--- src/hw/adcs_defines.svh ---
// Register offsets, field positions, reset values and timing counts of the converter control
`ifndef ADCS_DEFINES_SVH
`define ADCS_DEFINES_SVH

// ----------------------------------------------------------------------------
// Register offsets
// ----------------------------------------------------------------------------
`define ADCS_OFF_CTRL      8'h1F
`define ADCS_OFF_CLKCFG    8'h9F
`define ADCS_OFF_RES_HI    8'h1E
`define ADCS_OFF_RES_LO    8'h9E
`define ADCS_OFF_STATUS    8'h0C
`define ADCS_OFF_IRQ_EN    8'h8C

// ----------------------------------------------------------------------------
// Field positions
// ----------------------------------------------------------------------------
`define ADCS_BIT_JUSTIFY   7
`define ADCS_BIT_NEG_REF   6
`define ADCS_BIT_POS_REF   5
`define ADCS_CHS_HI        4
`define ADCS_CHS_LO        2
`define ADCS_BIT_GO        1
`define ADCS_BIT_ENABLE    0
`define ADCS_CKS_HI        6
`define ADCS_CKS_LO        4
`define ADCS_BIT_DONE      6
`define ADCS_BIT_IRQ_EN    6

// ----------------------------------------------------------------------------
// Reset values
// ----------------------------------------------------------------------------
`define ADCS_RST_CTRL      8'h00
`define ADCS_RST_CLKCFG    3'h0

// ----------------------------------------------------------------------------
// Timing
// ----------------------------------------------------------------------------
`define ADCS_CLK_PERIOD_NS 5
`define ADCS_FRC_PERIOD_NS 2000
`define ADCS_FRC_CYCLES    ((`ADCS_FRC_PERIOD_NS + `ADCS_CLK_PERIOD_NS - 1) / `ADCS_CLK_PERIOD_NS)
`define ADCS_INSTR_CYCLES  4
`define ADCS_CONV_TADS     11
`define ADCS_HOLD_TADS     2

`endif

--- src/hw/adcs_pkg.sv ---
// Types shared by the converter control modules
package adcs_pkg;

    // ------------------------------------------------------------------------
    // Sequencer states
    // ------------------------------------------------------------------------
    typedef enum logic [1:0] {
        ADCS_ACQ       = 2'b00,
        ADCS_START_DLY = 2'b01,
        ADCS_CONV      = 2'b10,
        ADCS_HOLD      = 2'b11
    } adcs_state_t;

endpackage

--- src/hw/adcs_ctrl.sv ---
// Converter control sequencer: registers, conversion sequencing and sleep handling
//
// Operation
// [RQ1] Justify bit set gives right-justified result, clear gives left-justified.
// [RQ2] Negative reference bit picks external pin when set, ground when clear.
// [RQ3] Positive reference bit picks external pin when set, supply when clear.
// [RQ4] Channel field connects analog input equal to its value to sample-hold.
// [RQ5] Writing go starts conversion; go reads one while running, hardware clears.
// [RQ6] Enable set powers converter; clear shuts it down.
// [RQ7] Clock field selects Fosc divide 2..64 or internal RC oscillator.
// [RQ8] RC conversion clock comes from dedicated oscillator at most 500 kHz.
// [RQ9] Clock register bit 7 and bits 3..0 always read zero.
// [RQ10] Software waits for acquisition before setting go.
// [RQ11] Software makes every analog channel pin an input.
// [RQ12] Software configures pins, references, channel, clock, enable, interrupts, then starts.
// [RQ13] Software clears done flag, sets interrupt enables before using interrupt.
// [RQ14] Software polls go or waits interrupt, then reads result.
// [RQ15] Two bit periods pass after conversion before next acquisition.
// [RQ16] Conversion in sleep works only with RC clock selected.
// [RQ17] With RC clock, start is delayed one instruction cycle after go.
// [RQ18] Sleep conversion completion clears go and loads result.
// [RQ19] Enabled interrupt wakes device; vector only if global enable set.
// [RQ20] Sleep completion without interrupt enabled powers converter down, enable stays.
// [RQ21] Sleep with non-RC clock aborts conversion, powers down, enable stays.
// [RQ22] Completion clears go, sets done flag, raises interrupt if enabled.
// [RQ23] Software clearing go aborts conversion; result keeps previous value.
// [RQ24] After abort, wait two bit periods then acquire selected channel.
// [RQ25] Right mode puts two top bits low in high byte; left mode mirrored.
// [RQ26] Go stays zero and starts are ignored while enable is zero.
`timescale 1ns/10ps
`include "adcs_defines.svh"

module adcs_ctrl #(
    parameter int FRC_CYCLES = `ADCS_FRC_CYCLES
) (
    // Clock and reset
    input  wire logic          clk_sys,
    input  wire logic          rst_b,
    // Register port
    input  wire logic [7:0]    reg_addr,
    input  wire logic [7:0]    reg_wdata,
    input  wire logic          reg_wr,
    input  wire logic          reg_rd,
    output logic      [7:0]    reg_rdata,
    // Core interface
    input  wire logic          sleep_active,
    input  wire logic          global_irq_enable,
    input  wire logic          peripheral_irq_enable,
    output logic               conv_irq,
    output logic               wake_req,
    output logic               wake_vector,
    // Analog front end
    input  wire logic          cmp_in,
    output logic               adc_power_on,
    output logic               sample_connect,
    output logic      [2:0]    channel_sel,
    output logic               neg_ref_ext,
    output logic               pos_ref_ext,
    output logic      [9:0]    dac_code
);

    localparam int INSTR_LAST = `ADCS_INSTR_CYCLES - 1;
    localparam int CONV_LAST  = `ADCS_CONV_TADS - 1;
    localparam int HOLD_LAST  = `ADCS_HOLD_TADS - 1;

    typedef struct packed {
        logic [7:0]           ctrl;
        logic [2:0]           clkcfg;
        logic                 done;
        logic                 irq_en;
        logic [9:0]           result;
        logic [9:0]           sar;
        adcs_pkg::adcs_state_t state;
        logic [3:0]           tadn;
        logic [2:0]           dly;
        logic                 pd;
        logic                 cmp_m;
        logic                 cmp_s;
        logic [7:0]           rdata;
        logic                 irq;
        logic                 wake;
        logic                 wakev;
        logic                 pwr;
        logic                 acq;
        logic                 div_clr;
    } adcs_st_t;

    adcs_st_t st_ff;
    adcs_st_t nxt_st;
    logic     tad_tick;

    // ------------------------------------------------------------------------
    // Helpers
    // ------------------------------------------------------------------------
    function automatic logic is_rc(input logic [2:0] sel);
        is_rc = (sel[1:0] == 2'b11);
    endfunction

    function automatic logic [7:0] fmt_result(input logic [9:0] res, input logic right,
                                              input logic hi);
        if (right) begin
            fmt_result = hi ? {6'h00, res[9:8]} : res[7:0];
        end else begin
            fmt_result = hi ? res[9:2] : {res[1:0], 6'h00};
        end
    endfunction

    // ------------------------------------------------------------------------
    // Bit period generator
    // ------------------------------------------------------------------------
    adcs_tad_gen #(
        .FRC_CYCLES (FRC_CYCLES)
    ) u_tad_gen (
        .clk_sys  (clk_sys),
        .rst_b    (rst_b),
        .run      (((st_ff.state == adcs_pkg::ADCS_CONV) || (st_ff.state == adcs_pkg::ADCS_HOLD))
                   && !st_ff.div_clr),
        .clk_sel  (st_ff.clkcfg),
        .tad_tick (tad_tick)
    );

    // ------------------------------------------------------------------------
    // Next state
    // ------------------------------------------------------------------------
    always_comb begin
        logic       wr_ctrl;
        logic       busy;
        logic       rc;
        logic       complete;
        logic [3:0] idx;
        logic [9:0] mask;
        logic [9:0] sar_n;
        wr_ctrl  = reg_wr && (reg_addr == `ADCS_OFF_CTRL);
        busy     = (st_ff.state == adcs_pkg::ADCS_CONV) || (st_ff.state == adcs_pkg::ADCS_START_DLY);
        rc       = is_rc(st_ff.clkcfg);
        complete = 1'b0;
        idx      = 4'(`ADCS_CONV_TADS - 1) - st_ff.tadn;
        mask     = 10'h001 << idx;
        sar_n    = st_ff.cmp_s ? st_ff.sar : (st_ff.sar & ~mask);
        if (idx != 4'h0) begin
            sar_n = sar_n | (mask >> 1);
        end
        nxt_st       = st_ff;
        nxt_st.cmp_m = cmp_in;
        nxt_st.cmp_s = st_ff.cmp_m;
        nxt_st.wake  = 1'b0;
        nxt_st.wakev = 1'b0;
        nxt_st.div_clr = 1'b0;

        // Register writes
        if (reg_wr && (reg_addr == `ADCS_OFF_CLKCFG)) begin
            nxt_st.clkcfg = reg_wdata[`ADCS_CKS_HI:`ADCS_CKS_LO];                   // [RQ7]
        end
        if (reg_wr && (reg_addr == `ADCS_OFF_IRQ_EN)) begin
            nxt_st.irq_en = reg_wdata[`ADCS_BIT_IRQ_EN];
        end
        if (reg_wr && (reg_addr == `ADCS_OFF_STATUS)) begin
            nxt_st.done = reg_wdata[`ADCS_BIT_DONE];
        end
        if (wr_ctrl) begin
            nxt_st.ctrl = reg_wdata;
            if (!reg_wdata[`ADCS_BIT_ENABLE]) begin
                nxt_st.ctrl[`ADCS_BIT_GO] = 1'b0;                                    // [RQ26]
            end
        end

        // Sequencer
        case (st_ff.state)
            adcs_pkg::ADCS_ACQ: begin
                if (nxt_st.ctrl[`ADCS_BIT_GO] && !(sleep_active && !rc)) begin      // [RQ5]
                    nxt_st.tadn  = 4'h0;
                    nxt_st.dly   = 3'h0;
                    nxt_st.state = rc ? adcs_pkg::ADCS_START_DLY : adcs_pkg::ADCS_CONV;
                end
            end
            adcs_pkg::ADCS_START_DLY: begin
                nxt_st.dly = st_ff.dly + 3'h1;
                if (st_ff.dly == 3'(INSTR_LAST)) begin
                    nxt_st.state = adcs_pkg::ADCS_CONV;                              // [RQ17]
                end
            end
            adcs_pkg::ADCS_CONV: begin
                if (tad_tick) begin
                    nxt_st.tadn = st_ff.tadn + 4'h1;
                    if (st_ff.tadn == 4'h0) begin
                        nxt_st.sar = 10'h200;
                    end else begin
                        nxt_st.sar = sar_n;
                    end
                    if (st_ff.tadn == 4'(CONV_LAST)) begin
                        complete      = 1'b1;
                        nxt_st.result = sar_n;                                       // [RQ18]
                        nxt_st.state  = adcs_pkg::ADCS_HOLD;
                        nxt_st.tadn   = 4'h0;
                    end
                end
            end
            adcs_pkg::ADCS_HOLD: begin
                // A tick left over from an aborted conversion would shorten the wait
                if (tad_tick && !st_ff.div_clr) begin
                    nxt_st.tadn = st_ff.tadn + 4'h1;
                    if (st_ff.tadn == 4'(HOLD_LAST)) begin
                        nxt_st.state = adcs_pkg::ADCS_ACQ;                           // [RQ15] [RQ24]
                    end
                end
            end
            default: begin
                nxt_st.state = adcs_pkg::ADCS_ACQ;
            end
        endcase

        // Software abort, disable, or sleep on a non-RC clock
        if (busy && (!nxt_st.ctrl[`ADCS_BIT_GO] || (sleep_active && !rc))) begin
            complete                  = 1'b0;
            nxt_st.result             = st_ff.result;                                // [RQ23]
            nxt_st.ctrl[`ADCS_BIT_GO] = 1'b0;                                        // [RQ21]
            nxt_st.state              = adcs_pkg::ADCS_HOLD;                         // [RQ24]
            nxt_st.tadn               = 4'h0;
            nxt_st.div_clr            = 1'b1;                                        // [RQ24]
        end

        // Completion
        if (complete) begin
            nxt_st.ctrl[`ADCS_BIT_GO] = 1'b0;                                        // [RQ22]
            nxt_st.done               = 1'b1;                                        // [RQ22]
            if (sleep_active && st_ff.irq_en && peripheral_irq_enable) begin
                nxt_st.wake  = 1'b1;                                                 // [RQ19]
                nxt_st.wakev = global_irq_enable;                                    // [RQ19]
            end else if (sleep_active) begin
                nxt_st.pd = 1'b1;                                                    // [RQ20]
            end
        end

        // Sleep power-down, released when sleep ends
        if (sleep_active && !rc) begin
            nxt_st.pd = 1'b1;                                                        // [RQ21] [RQ16]
        end else if (!sleep_active) begin
            nxt_st.pd = 1'b0;
        end
        nxt_st.pwr = nxt_st.ctrl[`ADCS_BIT_ENABLE] && !nxt_st.pd;                   // [RQ6]
        nxt_st.irq = nxt_st.done && nxt_st.irq_en;                                   // [RQ22]
        nxt_st.acq = (nxt_st.state == adcs_pkg::ADCS_ACQ);

        // Read data, valid the cycle after the strobe
        nxt_st.rdata = 8'h00;
        if (reg_rd) begin
            case (reg_addr)
                `ADCS_OFF_CTRL:   nxt_st.rdata = st_ff.ctrl;
                `ADCS_OFF_CLKCFG: nxt_st.rdata = {1'b0, st_ff.clkcfg, 4'h0};          // [RQ9]
                `ADCS_OFF_RES_HI: nxt_st.rdata = fmt_result(st_ff.result,
                                      st_ff.ctrl[`ADCS_BIT_JUSTIFY], 1'b1);          // [RQ1] [RQ25]
                `ADCS_OFF_RES_LO: nxt_st.rdata = fmt_result(st_ff.result,
                                      st_ff.ctrl[`ADCS_BIT_JUSTIFY], 1'b0);          // [RQ1] [RQ25]
                `ADCS_OFF_STATUS: nxt_st.rdata = {1'b0, st_ff.done, 6'h00};
                `ADCS_OFF_IRQ_EN: nxt_st.rdata = {1'b0, st_ff.irq_en, 6'h00};
                default:          nxt_st.rdata = 8'h00;
            endcase
        end
    end

    // ------------------------------------------------------------------------
    // State register
    // ------------------------------------------------------------------------
    always_ff @(posedge clk_sys or negedge rst_b) begin
        if (!rst_b) begin
            st_ff        <= '0;
            st_ff.ctrl   <= `ADCS_RST_CTRL;
            st_ff.clkcfg <= `ADCS_RST_CLKCFG;
            st_ff.state  <= adcs_pkg::ADCS_ACQ;
            st_ff.acq    <= 1'b1;
        end else begin
            st_ff <= nxt_st;
        end
    end

    // ------------------------------------------------------------------------
    // Outputs
    // ------------------------------------------------------------------------
    assign reg_rdata      = st_ff.rdata;
    assign conv_irq       = st_ff.irq;
    assign wake_req       = st_ff.wake;
    assign wake_vector    = st_ff.wakev;
    assign adc_power_on   = st_ff.pwr;
    assign sample_connect = st_ff.acq;
    assign channel_sel    = st_ff.ctrl[`ADCS_CHS_HI:`ADCS_CHS_LO];                  // [RQ4]
    assign neg_ref_ext    = st_ff.ctrl[`ADCS_BIT_NEG_REF];                          // [RQ2]
    assign pos_ref_ext    = st_ff.ctrl[`ADCS_BIT_POS_REF];                          // [RQ3]
    assign dac_code       = st_ff.sar;
endmodule

--- src/hw/adcs_tad_gen.sv ---
// Conversion bit period tick generator
`timescale 1ns/10ps
`include "adcs_defines.svh"

module adcs_tad_gen #(
    parameter int FRC_CYCLES = `ADCS_FRC_CYCLES,
    parameter int CW         = 9
) (
    // Clock and reset
    input  wire logic          clk_sys,
    input  wire logic          rst_b,
    // Control
    input  wire logic          run,
    input  wire logic [2:0]    clk_sel,
    // Tick
    output logic               tad_tick
);

    // ------------------------------------------------------------------------
    // Parameter check
    // ------------------------------------------------------------------------
    if (FRC_CYCLES < 64 || FRC_CYCLES > (1 << CW))
        $error("adcs_tad_gen: FRC_CYCLES out of range for counter width");

    typedef struct packed {
        logic [CW-1:0] cnt;
        logic          tick;
    } adcs_tad_st_t;

    adcs_tad_st_t st_ff;
    adcs_tad_st_t nxt_st;

    // Last divider count, one less than the clocks per bit period, for each selection
    function automatic logic [CW-1:0] div_last(input logic [2:0] sel);
        case (sel)
            3'b000:  div_last = CW'(1);
            3'b100:  div_last = CW'(3);
            3'b001:  div_last = CW'(7);
            3'b101:  div_last = CW'(15);
            3'b010:  div_last = CW'(31);
            3'b110:  div_last = CW'(63);
            default: div_last = CW'(FRC_CYCLES - 1);                  // [RQ8]
        endcase
    endfunction

    // ------------------------------------------------------------------------
    // Divider
    // ------------------------------------------------------------------------
    always_comb begin
        nxt_st      = st_ff;
        nxt_st.tick = 1'b0;
        if (!run) begin
            nxt_st.cnt = '0;
        end else if (st_ff.cnt >= div_last(clk_sel)) begin
            nxt_st.cnt  = '0;
            nxt_st.tick = 1'b1;
        end else begin
            nxt_st.cnt = st_ff.cnt + CW'(1);
        end
    end

    always_ff @(posedge clk_sys or negedge rst_b) begin
        if (!rst_b) begin
            st_ff <= '0;
        end else begin
            st_ff <= nxt_st;
        end
    end

    assign tad_tick = st_ff.tick;

endmodule

--- config.mk ---
export PLATFORM = sky130hd
export DESIGN_NAME = adcs_ctrl
export DESIGN_NICKNAME = d
export VERILOG_FILES = /design/src/hw/adcs_pkg.sv /design/src/hw/adcs_ctrl.sv /design/src/hw/adcs_tad_gen.sv
export VERILOG_INCLUDE_DIRS = /design/src /design/src/hw
export SDC_FILE = /design/constraint.sdc
export NUM_CORES = 1
export LEC_CHECK = 0
export ABC_AREA = 1
export BUFFER_PORTS_ARGS = -buffer_cell sky130_fd_sc_hd__buf_2
export CAP_MARGIN = 30
export CORE_MARGIN = 4
export CORE_UTILIZATION = 45
export CTS_BUF_LIST = sky130_fd_sc_hd__clkbuf_4 sky130_fd_sc_hd__clkbuf_8
export DETAILED_ROUTE_END_ITERATION = 8
export GPL_TIMING_DRIVEN = 0
export SLEW_MARGIN = 0
export SYNTH_ARGS = -nofsm -noshare
export SYNTH_HDL_FRONTEND = slang
export SYNTH_SLANG_ARGS = --single-unit
--- constraint.sdc ---
create_clock -name clk_sys -period 2.1 [get_ports clk_sys]
set_input_delay 0.105 -clock clk_sys [delete_from_list [all_inputs] [get_ports clk_sys]]
set_output_delay 0.105 -clock clk_sys [all_outputs]
set_load 0.01 [all_outputs]
==> results of run 1 <==
cells in the final DEF, fill, tap and decap left out, types with 3 or more instances in the layout:
master,n
ha_1,27
dfrtp_1,67
nand3_1,23
o22ai_1,3
dlygate4sd3_1,7
a21oi_2,4
a211oi_2,3
a21oi_1,16
nand2_1,126
nand2_2,9
xor2_1,3
o21ai_0,27
o21ai_2,6
inv_2,5
nor2_1,32
nand4_1,13
o211ai_1,3
buf_4,31
clkbuf_8,11
nand2_4,3
nor3_1,11
buf_2,50
o21ai_1,9
inv_1,65
worst max path at each step:
stage | slack, ns | depth (start not counted) | end | start
final | 0.14 | 11 | u_tad_gen.st_ff[5] | st_ff[48]
after global routing | -0.06 | 10 | u_tad_gen.st_ff[5] | st_ff[48]
after CTS | 0.004 | 9 | st_ff[40] | st_ff[24]
after detailed placement | -0.22 | 11 | u_tad_gen.st_ff[5] | st_ff[48]
after global placement | -0.21 | 11 | u_tad_gen.st_ff[7] | st_ff[48]
after floorplan | 0.17 | 11 | u_tad_gen.st_ff[4] | st_ff[48]
area by class of cell:
type,instances,area [µm²],share of cell area (%)
multi-input cells,336,1940,39.6
flip-flops and latches,69,1730,35.2
repair buffers,65,380,7.75
inverters,72,273,5.56
plain buffers,27,219,4.46
clock buffers,12,159,3.24
well taps,108,135,2.75
clock inverters,4,70.1,1.43
flip-flops by register name, summed over array words and instances (netlist names):
name                cells
st_ff                  30
dac_code               10
u_tad_gen.st_ff         9
reg_rdata               8
channel_sel             3
adc_power_on            1
conv_irq                1
neg_ref_ext             1
nxt_st                  1
pos_ref_ext             1
sample_connect          1
u_tad_gen.tad_tick      1
wake_req                1
wake_vector             1
cells in the mapped netlist, types with 2 or more instances:
cell type and n:
nor3_1 12, xor2_1 3, inv_2 2, a21oi_1 19, dfrtp_1 68, a211oi_1 3, nor2_4 2, nand2_4 3
o21ai_2 6, xnor2_1 2, o21ai_1 7, o211ai_1 3, nor2_1 32, buf_4 23, nand3_4 2, o22ai_1 3
o21ai_0 29, nand2_2 7, inv_1 68, nand2_1 128, buf_6 2, nand4_1 13, nand3_1 24, ha_1 27
layer usage:
metal | track usage, % | share of wire, % | vias to the layer above
met5 | 0 | 0 | -
met4 | 7.77 | 1.8 | 0
met3 | 3.59 | 4.1 | 13
met2 | 29.4 | 48 | 71
met1 | 23.5 | 46 | 1620
li1 | - | - | 1762
repair_timing:
action / CTS / global route
pin swaps: 0 / 3
gates cloned: 0 / 1
resized for setup: 3 / 17
setup buffers: 0 / 7
hold buffers: 6 / 1
endpoints found under the hold margin: 73 / 1
setup endpoints to repair: 10 / 28
power by group through the flow:
stage | logic (W) | clock network, W | registers (W)
2_1_floorplan | 0.000761 | 0 | 0.00156
3_3_place_gp | 0.00102 | 0 | 0.00157
3_5_place_dp | 0.00103 | 0 | 0.00158
4_1_cts | 0.00108 | 0.00129 | 0.00155
5_1_grt | 0.00135 | 0.00134 | 0.00158
6_report | 0.00116 | 0.00124 | 0.00156
logic make-up (layout without fill, tap and decap cells):
group / count (synthesis) / in the layout
buf+inv: 99 / 180
fa+ha+maj: 27 / 27
simple gates: 227 / 227
flops: 69 / 69
xor+xnor: 5 / 5
compound gates: 76 / 77
worst max-delay path, cell delays in order (launching register included):
cell	delay (ns)
dfrtp_1	0.42
buf_4	0.15
ha_1	0.18
nand2_1	0.07
nand3_1	0.06
inv_1	0.06
ha_1	0.21
nand2_1	0.08
o21ai_1	0.09
nand2_2	0.13
o2111ai_4	0.19
a211oi_2	0.23
per-stage QoR:
stage          total power, W  util (%)  instance area, µm²
2_1_floorplan         0.00232         -                4070
3_3_place_gp          0.00259      50.9                4460
3_5_place_dp          0.00261      51.0                4470
4_1_cts               0.00392      54.5                4770
5_1_grt               0.00427      56.0                4910
6_report              0.00396      56.0                4910
==> out/results.ini, run 1 <==
[global_route]
overflow=0
antenna_found_initial=0
first_global_vias=3257
gr-usage-all-layers_pct=18.1
grt_max_degree=70
grt_pass1_wl_um=15000

[drt]
num_vias=3466
first_pass_iters=4
post_drt_via_cell_ratio=5.00
drc_errors=0
drt-total-wl_um=9070
drt_iter0_drc=102
ant_nets=0
wl_per_cell_um=13.1

[synth]
synth_top_cell_area_share_pct=41.8
async_flop_share_pct=100
synth_area_um2=4070
synth-xor-area-share_pct=1.08
syn-num-nets=554
synthSimpleGateAreaFrac_pct=25.3
synth.ff_latch_count=69
netlist_instances=503
synth_top_family_by_area=simple AND/OR/NAND/NOR gates
synth_cell_types=39
yosysSeqAreaShare_pct=42.4
yosysTopAreaCell=dfrtp_1
synthMuxAreaShare_pct=0
synth_compound_area_share_pct=10.8
postSynthAreaPerCell_um2=8.10
ys_warn_count=0
synth_fa_ha_area_share_pct=8.29
synth-edff-count=0
synth_flop_cell=dfrtp_1
ys_top_cells_by_area=dfrtp_1 (42%), nand2_1 (12%), ha_1 (8.3%)

[place]
place.gp.congestion=0.887
dp_slack_ns=-0.222
dp_hpwl_um=6630
dpl.cell_count=662
port_buffers=51

[sta]
post-route-period-util_pct=93.4
hold_slack_ns=0.0342
setup_ws_ns=0.139
finalSetupViolCount=0
rsz0062_at_grt=true
relSlewSlack_pct=41.4
fin_worst_skew_ns=0.00872
fmax_ghz=0.510
worst_slew_pin_slew_ns=0.880
slew_viol_final=0
fin_crit_ns=1.96
setup_tns_ns=0
finalHoldViolations=0

[floorplan]
die_w_um=103
io_pins=52
core_area_um2=8760
fp.dieH_um=103
dieArea_um2=10600
start_util_pct=46.5
num_rows=34

[worst_setup_path]
start_kind=flop
crit-reg2reg-launch=st_ff[48]
cp.arrival_ns=2.22
crit_fanout=5
ff2ff_path_depth=11
cp-end-kind=flop
worstPathRequired_ns=2.36
crit_type=reg -> reg
reg2reg_to=u_tad_gen.st_ff[5]
r2r_slack_ns=0.14

[flow_run]
max_cap_viol_count=0

[cells_and_area]
syn2layout_area_growth_pct=20.6
final_cells=693
fillers=833
nets=631
drive_gt1_share_pct=24.6
antenna_cells=0

[power_and_ir_drop]
vdd_drop_max_uv=584
p_per_area_nw_per_um2=807
p_sw_share_pct=34.1
power_frac_seq_pct=39.3
clkPwrFrac_pct=31.4
switchingPower_w=0.00135
comb_power_share_pct=29.3
p_leak_nw=2.58
power.internal_w=0.00261

[min_path]
holdPathEnd=reg_rdata[1]
hold_start=reg_rd
min_delay_path_depth=3
hp-class=in -> reg

[cts]
cts.reportedPaths.clkPinSlew_ns=0.07
clockBufferDepth=2
worstSkewPairLatency_ns=0.35
cts_htree_levels=3
cts_buffers=9
cts-root-buf=clkbuf_8
cts_tree=done
clock_sinks=69

[status]
status=complete, no violations

No activity file was read; power rests on OpenSTA's default activity.
==> run 2: changes to the inputs <==
- HOLD_SLACK_MARGIN: default -> 0.02
- PLACE_DENSITY_LB_ADDON: default -> 0.2
- clock period: 2.1 -> 2.45 ns (I/O delays scaled with it)
==> run 2 against run 1 <==
  * Via count decreased by 1.3%
  * Final cell count is 1.3% lower
  * Final area shrank 3.1%
  * Global-route usage is 0.39 points lower
  * Register-to-register slack better by 0.19 ns
  * Die area unchanged
  * Sequential share of layout area up 1.1 points
  * Critical path type unchanged
==> out/results.ini, run 2 (synthesis results as in run 1) <==
[worst_setup_path]
ff2ff_path_depth=11  ; unchanged
cp-end-kind=flop
worstPathRequired_ns=2.70  ; +0.34 ns
reg2reg_to=u_tad_gen.st_ff[5]
cp_slowest_stage_delay_ns=0.43  ; about the same
crit_type=reg -> reg
critical-path-slowest-cell=dfrtp_1
crit_family=compound AO/OA/AOI/OAI gates
path_cells=inv_1 -> ha_1 -> a21oi_1 -> nand2_1 -> inv_1 -> ha_1 -> nand2_1 -> nor2_1 -> nand3_1 -> o2111ai_2 -> a211oi_1
cp_num_buf_inv=2  ; unchanged
cp.arrival_ns=2.37  ; +0.15 ns
r2r_slack_ns=0.33  ; +0.19 ns
crit_fanout=10  ; +5
crit-reg2reg-launch=st_ff[48]
start_kind=flop

[floorplan]
fp.dieH_um=103  ; unchanged
core_area_um2=8760  ; unchanged
die_w_um=103  ; unchanged
io_pins=52  ; unchanged
dieArea_um2=10600  ; unchanged
start_util_pct=46.5  ; unchanged
num_rows=34  ; unchanged

[place]
dp_hpwl_um=6580  ; -0.75%
place.gp.congestion=0.872  ; -1.8%
port_buffers=51  ; unchanged

[power_and_ir_drop]
p_per_area_nw_per_um2=689  ; -15%
comb_power_share_pct=27.8  ; -1.5 points
p_leak_nw=2.52  ; -2.4%
vdd_drop_max_uv=299  ; -49%
power.internal_w=0.00217  ; -17%
p_sw_share_pct=34.0  ; -0.073 points
switchingPower_w=0.00111  ; -17%
power_frac_seq_pct=40.7  ; +1.4 points
clkPwrFrac_pct=31.5  ; about the same

[cts]
clockBufferDepth=2  ; unchanged
cts_tree=done
cts.reportedPaths.clkPinSlew_ns=0.08  ; about the same
cts_htree_levels=3  ; unchanged
worstSkewPairLatency_ns=0.35  ; about the same
postCtsSetupBuffers=0  ; unchanged
clock_sinks=69  ; unchanged
cts_buffers=9  ; unchanged
cts-root-buf=clkbuf_8

[global_route]
first_global_vias=3266  ; +0.28%
overflow=0  ; unchanged
gr-usage-all-layers_pct=17.7  ; -0.39 points
antenna_found_initial=0  ; unchanged
grt_pass1_wl_um=14700  ; -1.7%
grt_max_degree=70  ; unchanged

[sta]
finalHoldViolations=0  ; unchanged
worst_slew_pin_slew_ns=0.874  ; -0.00585 ns
setup_tns_ns=0  ; unchanged
relSlewSlack_pct=41.8  ; +0.39 points
fin_worst_skew_ns=0.00966  ; +0.000940 ns
post-route-period-util_pct=86.5  ; -6.9 points
fmax_ghz=0.472  ; -7.5%
slew_viol_final=0  ; unchanged
rsz0062_at_grt=false
fin_crit_ns=2.12  ; +0.158 ns
finalSetupViolCount=0  ; unchanged

[drt]
drt-total-wl_um=8780  ; -3.1%
first_pass_iters=4  ; unchanged
post_drt_via_cell_ratio=5.00  ; about the same
num_vias=3420  ; -1.3%
drt_iter0_drc=172  ; +69%
drc_errors=0  ; unchanged
ant_nets=0  ; unchanged
wl_per_cell_um=12.8  ; -1.8%

[cells_and_area]
antenna_cells=0  ; unchanged
fillers=839  ; +0.72%
final_common_cell=nand2_1
largest_reg_flops=30  ; unchanged
final_cell_mix=nand2_1 (128), inv_1 (68), dfrtp_1 (68)
nets=623  ; -1.3%
drive_gt1_share_pct=20.8  ; -3.8 points
syn2layout_area_growth_pct=16.9
top_register=st_ff
finish.utilization_pct=54.3  ; -1.7 points

[flow_run]
max_cap_viol_count=0  ; unchanged

[status]
status=complete, no violations

[min_path]
holdPathEnd=reg_rdata[3]
hold_start=reg_rd
hp-class=in -> reg
min_delay_path_depth=3  ; unchanged

run 2: cell count changes in the layout (fill, tap and decap cells not counted), sizes merged:
cell and change:
clkinvlp +1, clkbuf -1, clkinv -1, o2111ai -1
buf -7
run 2: power groups by stage:
stage | Sequential, W | Clock, W | Combinational [W]
floorplan | 0.00133 | 0 | 0.000652
CTS | 0.00133 | 0.00107 | 0.000910
detailed placement | 0.00135 | 0 | 0.000898
global route | 0.00135 | 0.00112 | 0.00103
finish | 0.00134 | 0.00103 | 0.000911
global placement | 0.00135 | 0 | 0.000864
run 2: worst max path at each step:
| stage | startpoint | endpoint | slack [ns] | cells after the start |
|---|---|---|---|---|
| floorplan | st_ff[48] | u_tad_gen.st_ff[4] | 0.52 | 11 |
| global placement | st_ff[48] | u_tad_gen.st_ff[7] | 0.20 | 11 |
| detailed placement | st_ff[48] | u_tad_gen.st_ff[7] | 0.18 | 11 |
| CTS | st_ff[48] | u_tad_gen.st_ff[7] | 0.17 | 11 |
| global route | st_ff[48] | u_tad_gen.st_ff[7] | 0.08 | 11 |
| finish | st_ff[48] | u_tad_gen.st_ff[5] | 0.33 | 11 |
run 2: layout make-up:
cell class | count | area [µm²] | share of cell area [%]
Inverter | 72 | 273 | 5.73
Clock buffer | 11 | 145 | 3.05
Multi-Input combinational cell | 335 | 1860 | 39.1
Timing Repair Buffer | 58 | 328 | 6.89
Buffer | 27 | 219 | 4.60
Clock inverter | 4 | 72.6 | 1.52
Tap cell | 108 | 135 | 2.84
Sequential cell | 69 | 1730 | 36.3
run 2: through the flow:
step / total power [W] / worst slack [ns] / hold slack [ns] / instance area (µm²) / std cells
2_1_floorplan: 0.00199 / 0.522 / -0.173 / 4070 / 503
3_3_place_gp: 0.00221 / 0.201 / 0.231 / 4460 / 662
3_5_place_dp: 0.00225 / 0.180 / 0.232 / 4470 / 662
4_1_cts: 0.00331 / 0.174 / 0.0257 / 4750 / 684
5_1_grt: 0.00350 / 0.0766 / 0.0382 / 4760 / 684
6_report: 0.00328 / 0.331 / 0.0450 / 4760 / 684
run 2: what timing repair did:
action	4_1_cts	5_1_grt
resized for setup	0	1
hold endpoints to repair	74	0
setup endpoints to repair	0	4
hold buffers	7	0
run 2: layer usage:
layer / global-route usage (%) / share of wire, % / up-vias
met4: 6.67 / 2.0 / 0
met3: 4.06 / 5.0 / 16
met5: 0 / 0 / -
met2: 29.4 / 48 / 78
li1: - / - / 1741
met1: 22.5 / 45 / 1585
run 2: worst reg2reg max path, stage by stage, from the launching register on:
cell       delay, ns
dfrtp_1         0.43
inv_1           0.17
ha_1            0.25
a21oi_1         0.11
nand2_1         0.06
inv_1           0.07
ha_1            0.22
nand2_1         0.06
nor2_1          0.04
nand3_1         0.08
o2111ai_2       0.27
a211oi_1        0.27
==> run 3: changes to the inputs <==
- SETUP_SLACK_MARGIN: default -> 0.5
- clock period: 2.45 -> 2.2 ns (I/O delays scaled with it)
==> run 3 against run 2 <==
  * Fmax is 8.0% higher
  * Hold slack gained 0.0036 ns
  * Global-route usage increased by 0.81 points
  * Routed wire length up 11%
  * First-iteration DRC count down 35%
  * Critical path depth unchanged
  * Via count increased by 4.0%
  * Highest routed layer unchanged
==> out/results.ini, run 3 (synthesis results as in run 1) <==
[floorplan]
io_pins=52  ; unchanged
start_util_pct=46.5  ; unchanged
fp.dieH_um=103  ; unchanged
dieArea_um2=10600  ; unchanged
core_area_um2=8760  ; unchanged
die_w_um=103  ; unchanged
num_rows=34  ; unchanged

[cells_and_area]
fillers=753  ; -10%
antenna_cells=0  ; unchanged
final_common_cell=nand2_1
drive_gt1_share_pct=33.8  ; +13 points
final_area_um2=5240  ; +10%
top_register=st_ff
final_cell_mix=nand2_1 (122), dfrtp_1 (65), inv_1 (58)
syn2layout_area_growth_pct=28.7
finish.utilization_pct=59.8  ; +5.5 points
nets=643  ; +3.2%
largest_reg_flops=30  ; unchanged

[sta]
fin_crit_ns=1.96  ; -0.156 ns
worst_slew_pin_slew_ns=0.868  ; -0.00592 ns
finalHoldViolations=0  ; unchanged
slew_viol_final=0  ; unchanged
setup_tns_ns=0  ; unchanged
post-route-period-util_pct=89.2  ; +2.7 points
rsz0062_at_grt=true
fin_worst_skew_ns=0.0134  ; +0.00374 ns
setup_ws_ns=0.237  ; -0.0937 ns
finalSetupViolCount=0  ; unchanged
relSlewSlack_pct=42.1  ; +0.39 points
fmax_ghz=0.509  ; +8.0%

[flow_run]
max_cap_viol_count=0  ; unchanged

[worst_setup_path]
worstPathRequired_ns=2.44  ; -0.26 ns
cp-end-kind=flop
crit_type=reg -> reg
start_kind=flop
ff2ff_path_depth=11  ; unchanged
r2r_slack_ns=0.24  ; -0.09 ns
crit_fanout=5  ; -5
cp.arrival_ns=2.21  ; -0.16 ns

[min_path]
hp-class=in -> reg
min_delay_path_depth=3  ; unchanged

[global_route]
grt_max_degree=70  ; unchanged
first_global_vias=3388  ; +3.7%
gr-usage-all-layers_pct=18.5  ; +0.81 points
grt_pass1_wl_um=15600  ; +5.8%
overflow=0  ; unchanged
antenna_found_initial=0  ; unchanged

[cts]
cts_tree=done
cts-root-buf=clkbuf_8
cts.reportedPaths.clkPinSlew_ns=0.07  ; about the same
clock_sinks=69  ; unchanged
clockBufferDepth=2  ; unchanged
cts_buffers=9  ; unchanged
cts_htree_levels=3  ; unchanged
worstSkewPairLatency_ns=0.35  ; about the same

[power_and_ir_drop]
power_frac_seq_pct=40.4  ; -0.3 points
p_leak_nw=2.65  ; +5.5%
vdd_drop_max_uv=378  ; +26%
clkPwrFrac_pct=24.8  ; -6.7 points
comb_power_share_pct=34.7  ; +6.9 points
p_sw_share_pct=37.6  ; +3.6 points
switchingPower_w=0.00139  ; +25%
p_per_area_nw_per_um2=707  ; +2.5%
power.internal_w=0.00231  ; +6.7%

[status]
status=complete, no violations

[drt]
drc_errors=0  ; unchanged
ant_nets=0  ; unchanged
drt_iter0_drc=111  ; -35%
num_vias=3556  ; +4.0%
wl_per_cell_um=13.8  ; +7.3%
drt-total-wl_um=9710  ; +11%
first_pass_iters=6  ; +2
post_drt_via_cell_ratio=5.04  ; +0.88%

[place]
port_buffers=51  ; unchanged
place.gp.congestion=0.881  ; +1.1%
dp_slack_ns=0.153  ; -0.0277 ns
dpl_cell_area_um2=4490  ; +0.50%
dp_hpwl_um=6610  ; +0.47%

==> run 3: changes by cell type in the layout (fill, tap and decap cells not counted), sizes merged <==
cell,previous run,this run
o2111ai,1,2
clkinv,2,5
dlygate4sd3,7,8
bufinv,2,0
buf,77,95
==> run 3: metal layers <==
layer | track usage, % | part of all wire (%) | vias to the layer above
met3 | 4.26 | 4.4 | 19
met2 | 31.4 | 50 | 88
li1 | - | - | 1791
met5 | 0 | 0 | -
met1 | 23.7 | 44 | 1658
met4 | 4.88 | 1.7 | 0
==> run 3: area by class of cell <==
class	instances	area, µm²	share of cell area [%]
multi-input combinational	336	2220	42.3
clock inverter	5	27.5	0.525
inverter	72	282	5.37
buffer	27	219	4.18
sequential	69	1730	33.0
timing repair buffer	77	488	9.31
clock buffer	11	139	2.65
tap	108	135	2.58
==> run 3: power by group through the flow <==
stage | registers (W) | logic (W) | clock network (W)
final | 0.00150 | 0.00129 | 0.000919
after global routing | 0.00151 | 0.00145 | 0.00101
after CTS | 0.00148 | 0.00121 | 0.000933
after detailed placement | 0.00150 | 0.00102 | 0
after global placement | 0.00150 | 0.000990 | 0
after floorplan | 0.00149 | 0.000752 | 0
==> run 3: path summary, 6_finish.rpt <==
check / from / endpoint
setup reg to reg: st_ff[49] / u_tad_gen.tad_tick
min in group asynchronous: rst_b / channel_sel[2]
hold reg to reg: nxt_st[14] / st_ff[14]
hold / removal: reg_wdata[5] / pos_ref_ext
max in group asynchronous: rst_b / st_ff[21]
setup / recovery: st_ff[49] / u_tad_gen.tad_tick
==> run 3: metrics by stage <==
stage / instances / power, W / hold slack, ns
floorplan: 503 / 0.00224 / -0.186
global placement: 662 / 0.00249 / 0.219
detailed placement: 662 / 0.00252 / 0.222
CTS: 696 / 0.00363 / 0.0335
global route: 705 / 0.00397 / 0.0416
finish: 705 / 0.00370 / 0.0486
==> run 3: critical path, cell delays in order, from the launching register on <==
cell and delay (ns):
dfrtp_1 0.44, inv_2 0.14, buf_4 0.13, ha_2 0.19
ha_4 0.22, a21oi_4 0.17, o21ai_4 0.06, nand2_2 0.10
buf_6 0.11, o2111ai_4 0.16, nand2_1 0.10, inv_1 0.04
==> run 3: what timing repair did <==
| action | in CTS | in global routing |
|---|---|---|
| pin swaps | 15 | 16 |
| cloned | 1 | 0 |
| hold buffers | 8 | 0 |
| endpoints found under the hold margin | 75 | 0 |
| buffers inserted | 9 | 9 |
| resized for setup | 51 | 32 |
| endpoints found under the setup margin | 42 | 43 |
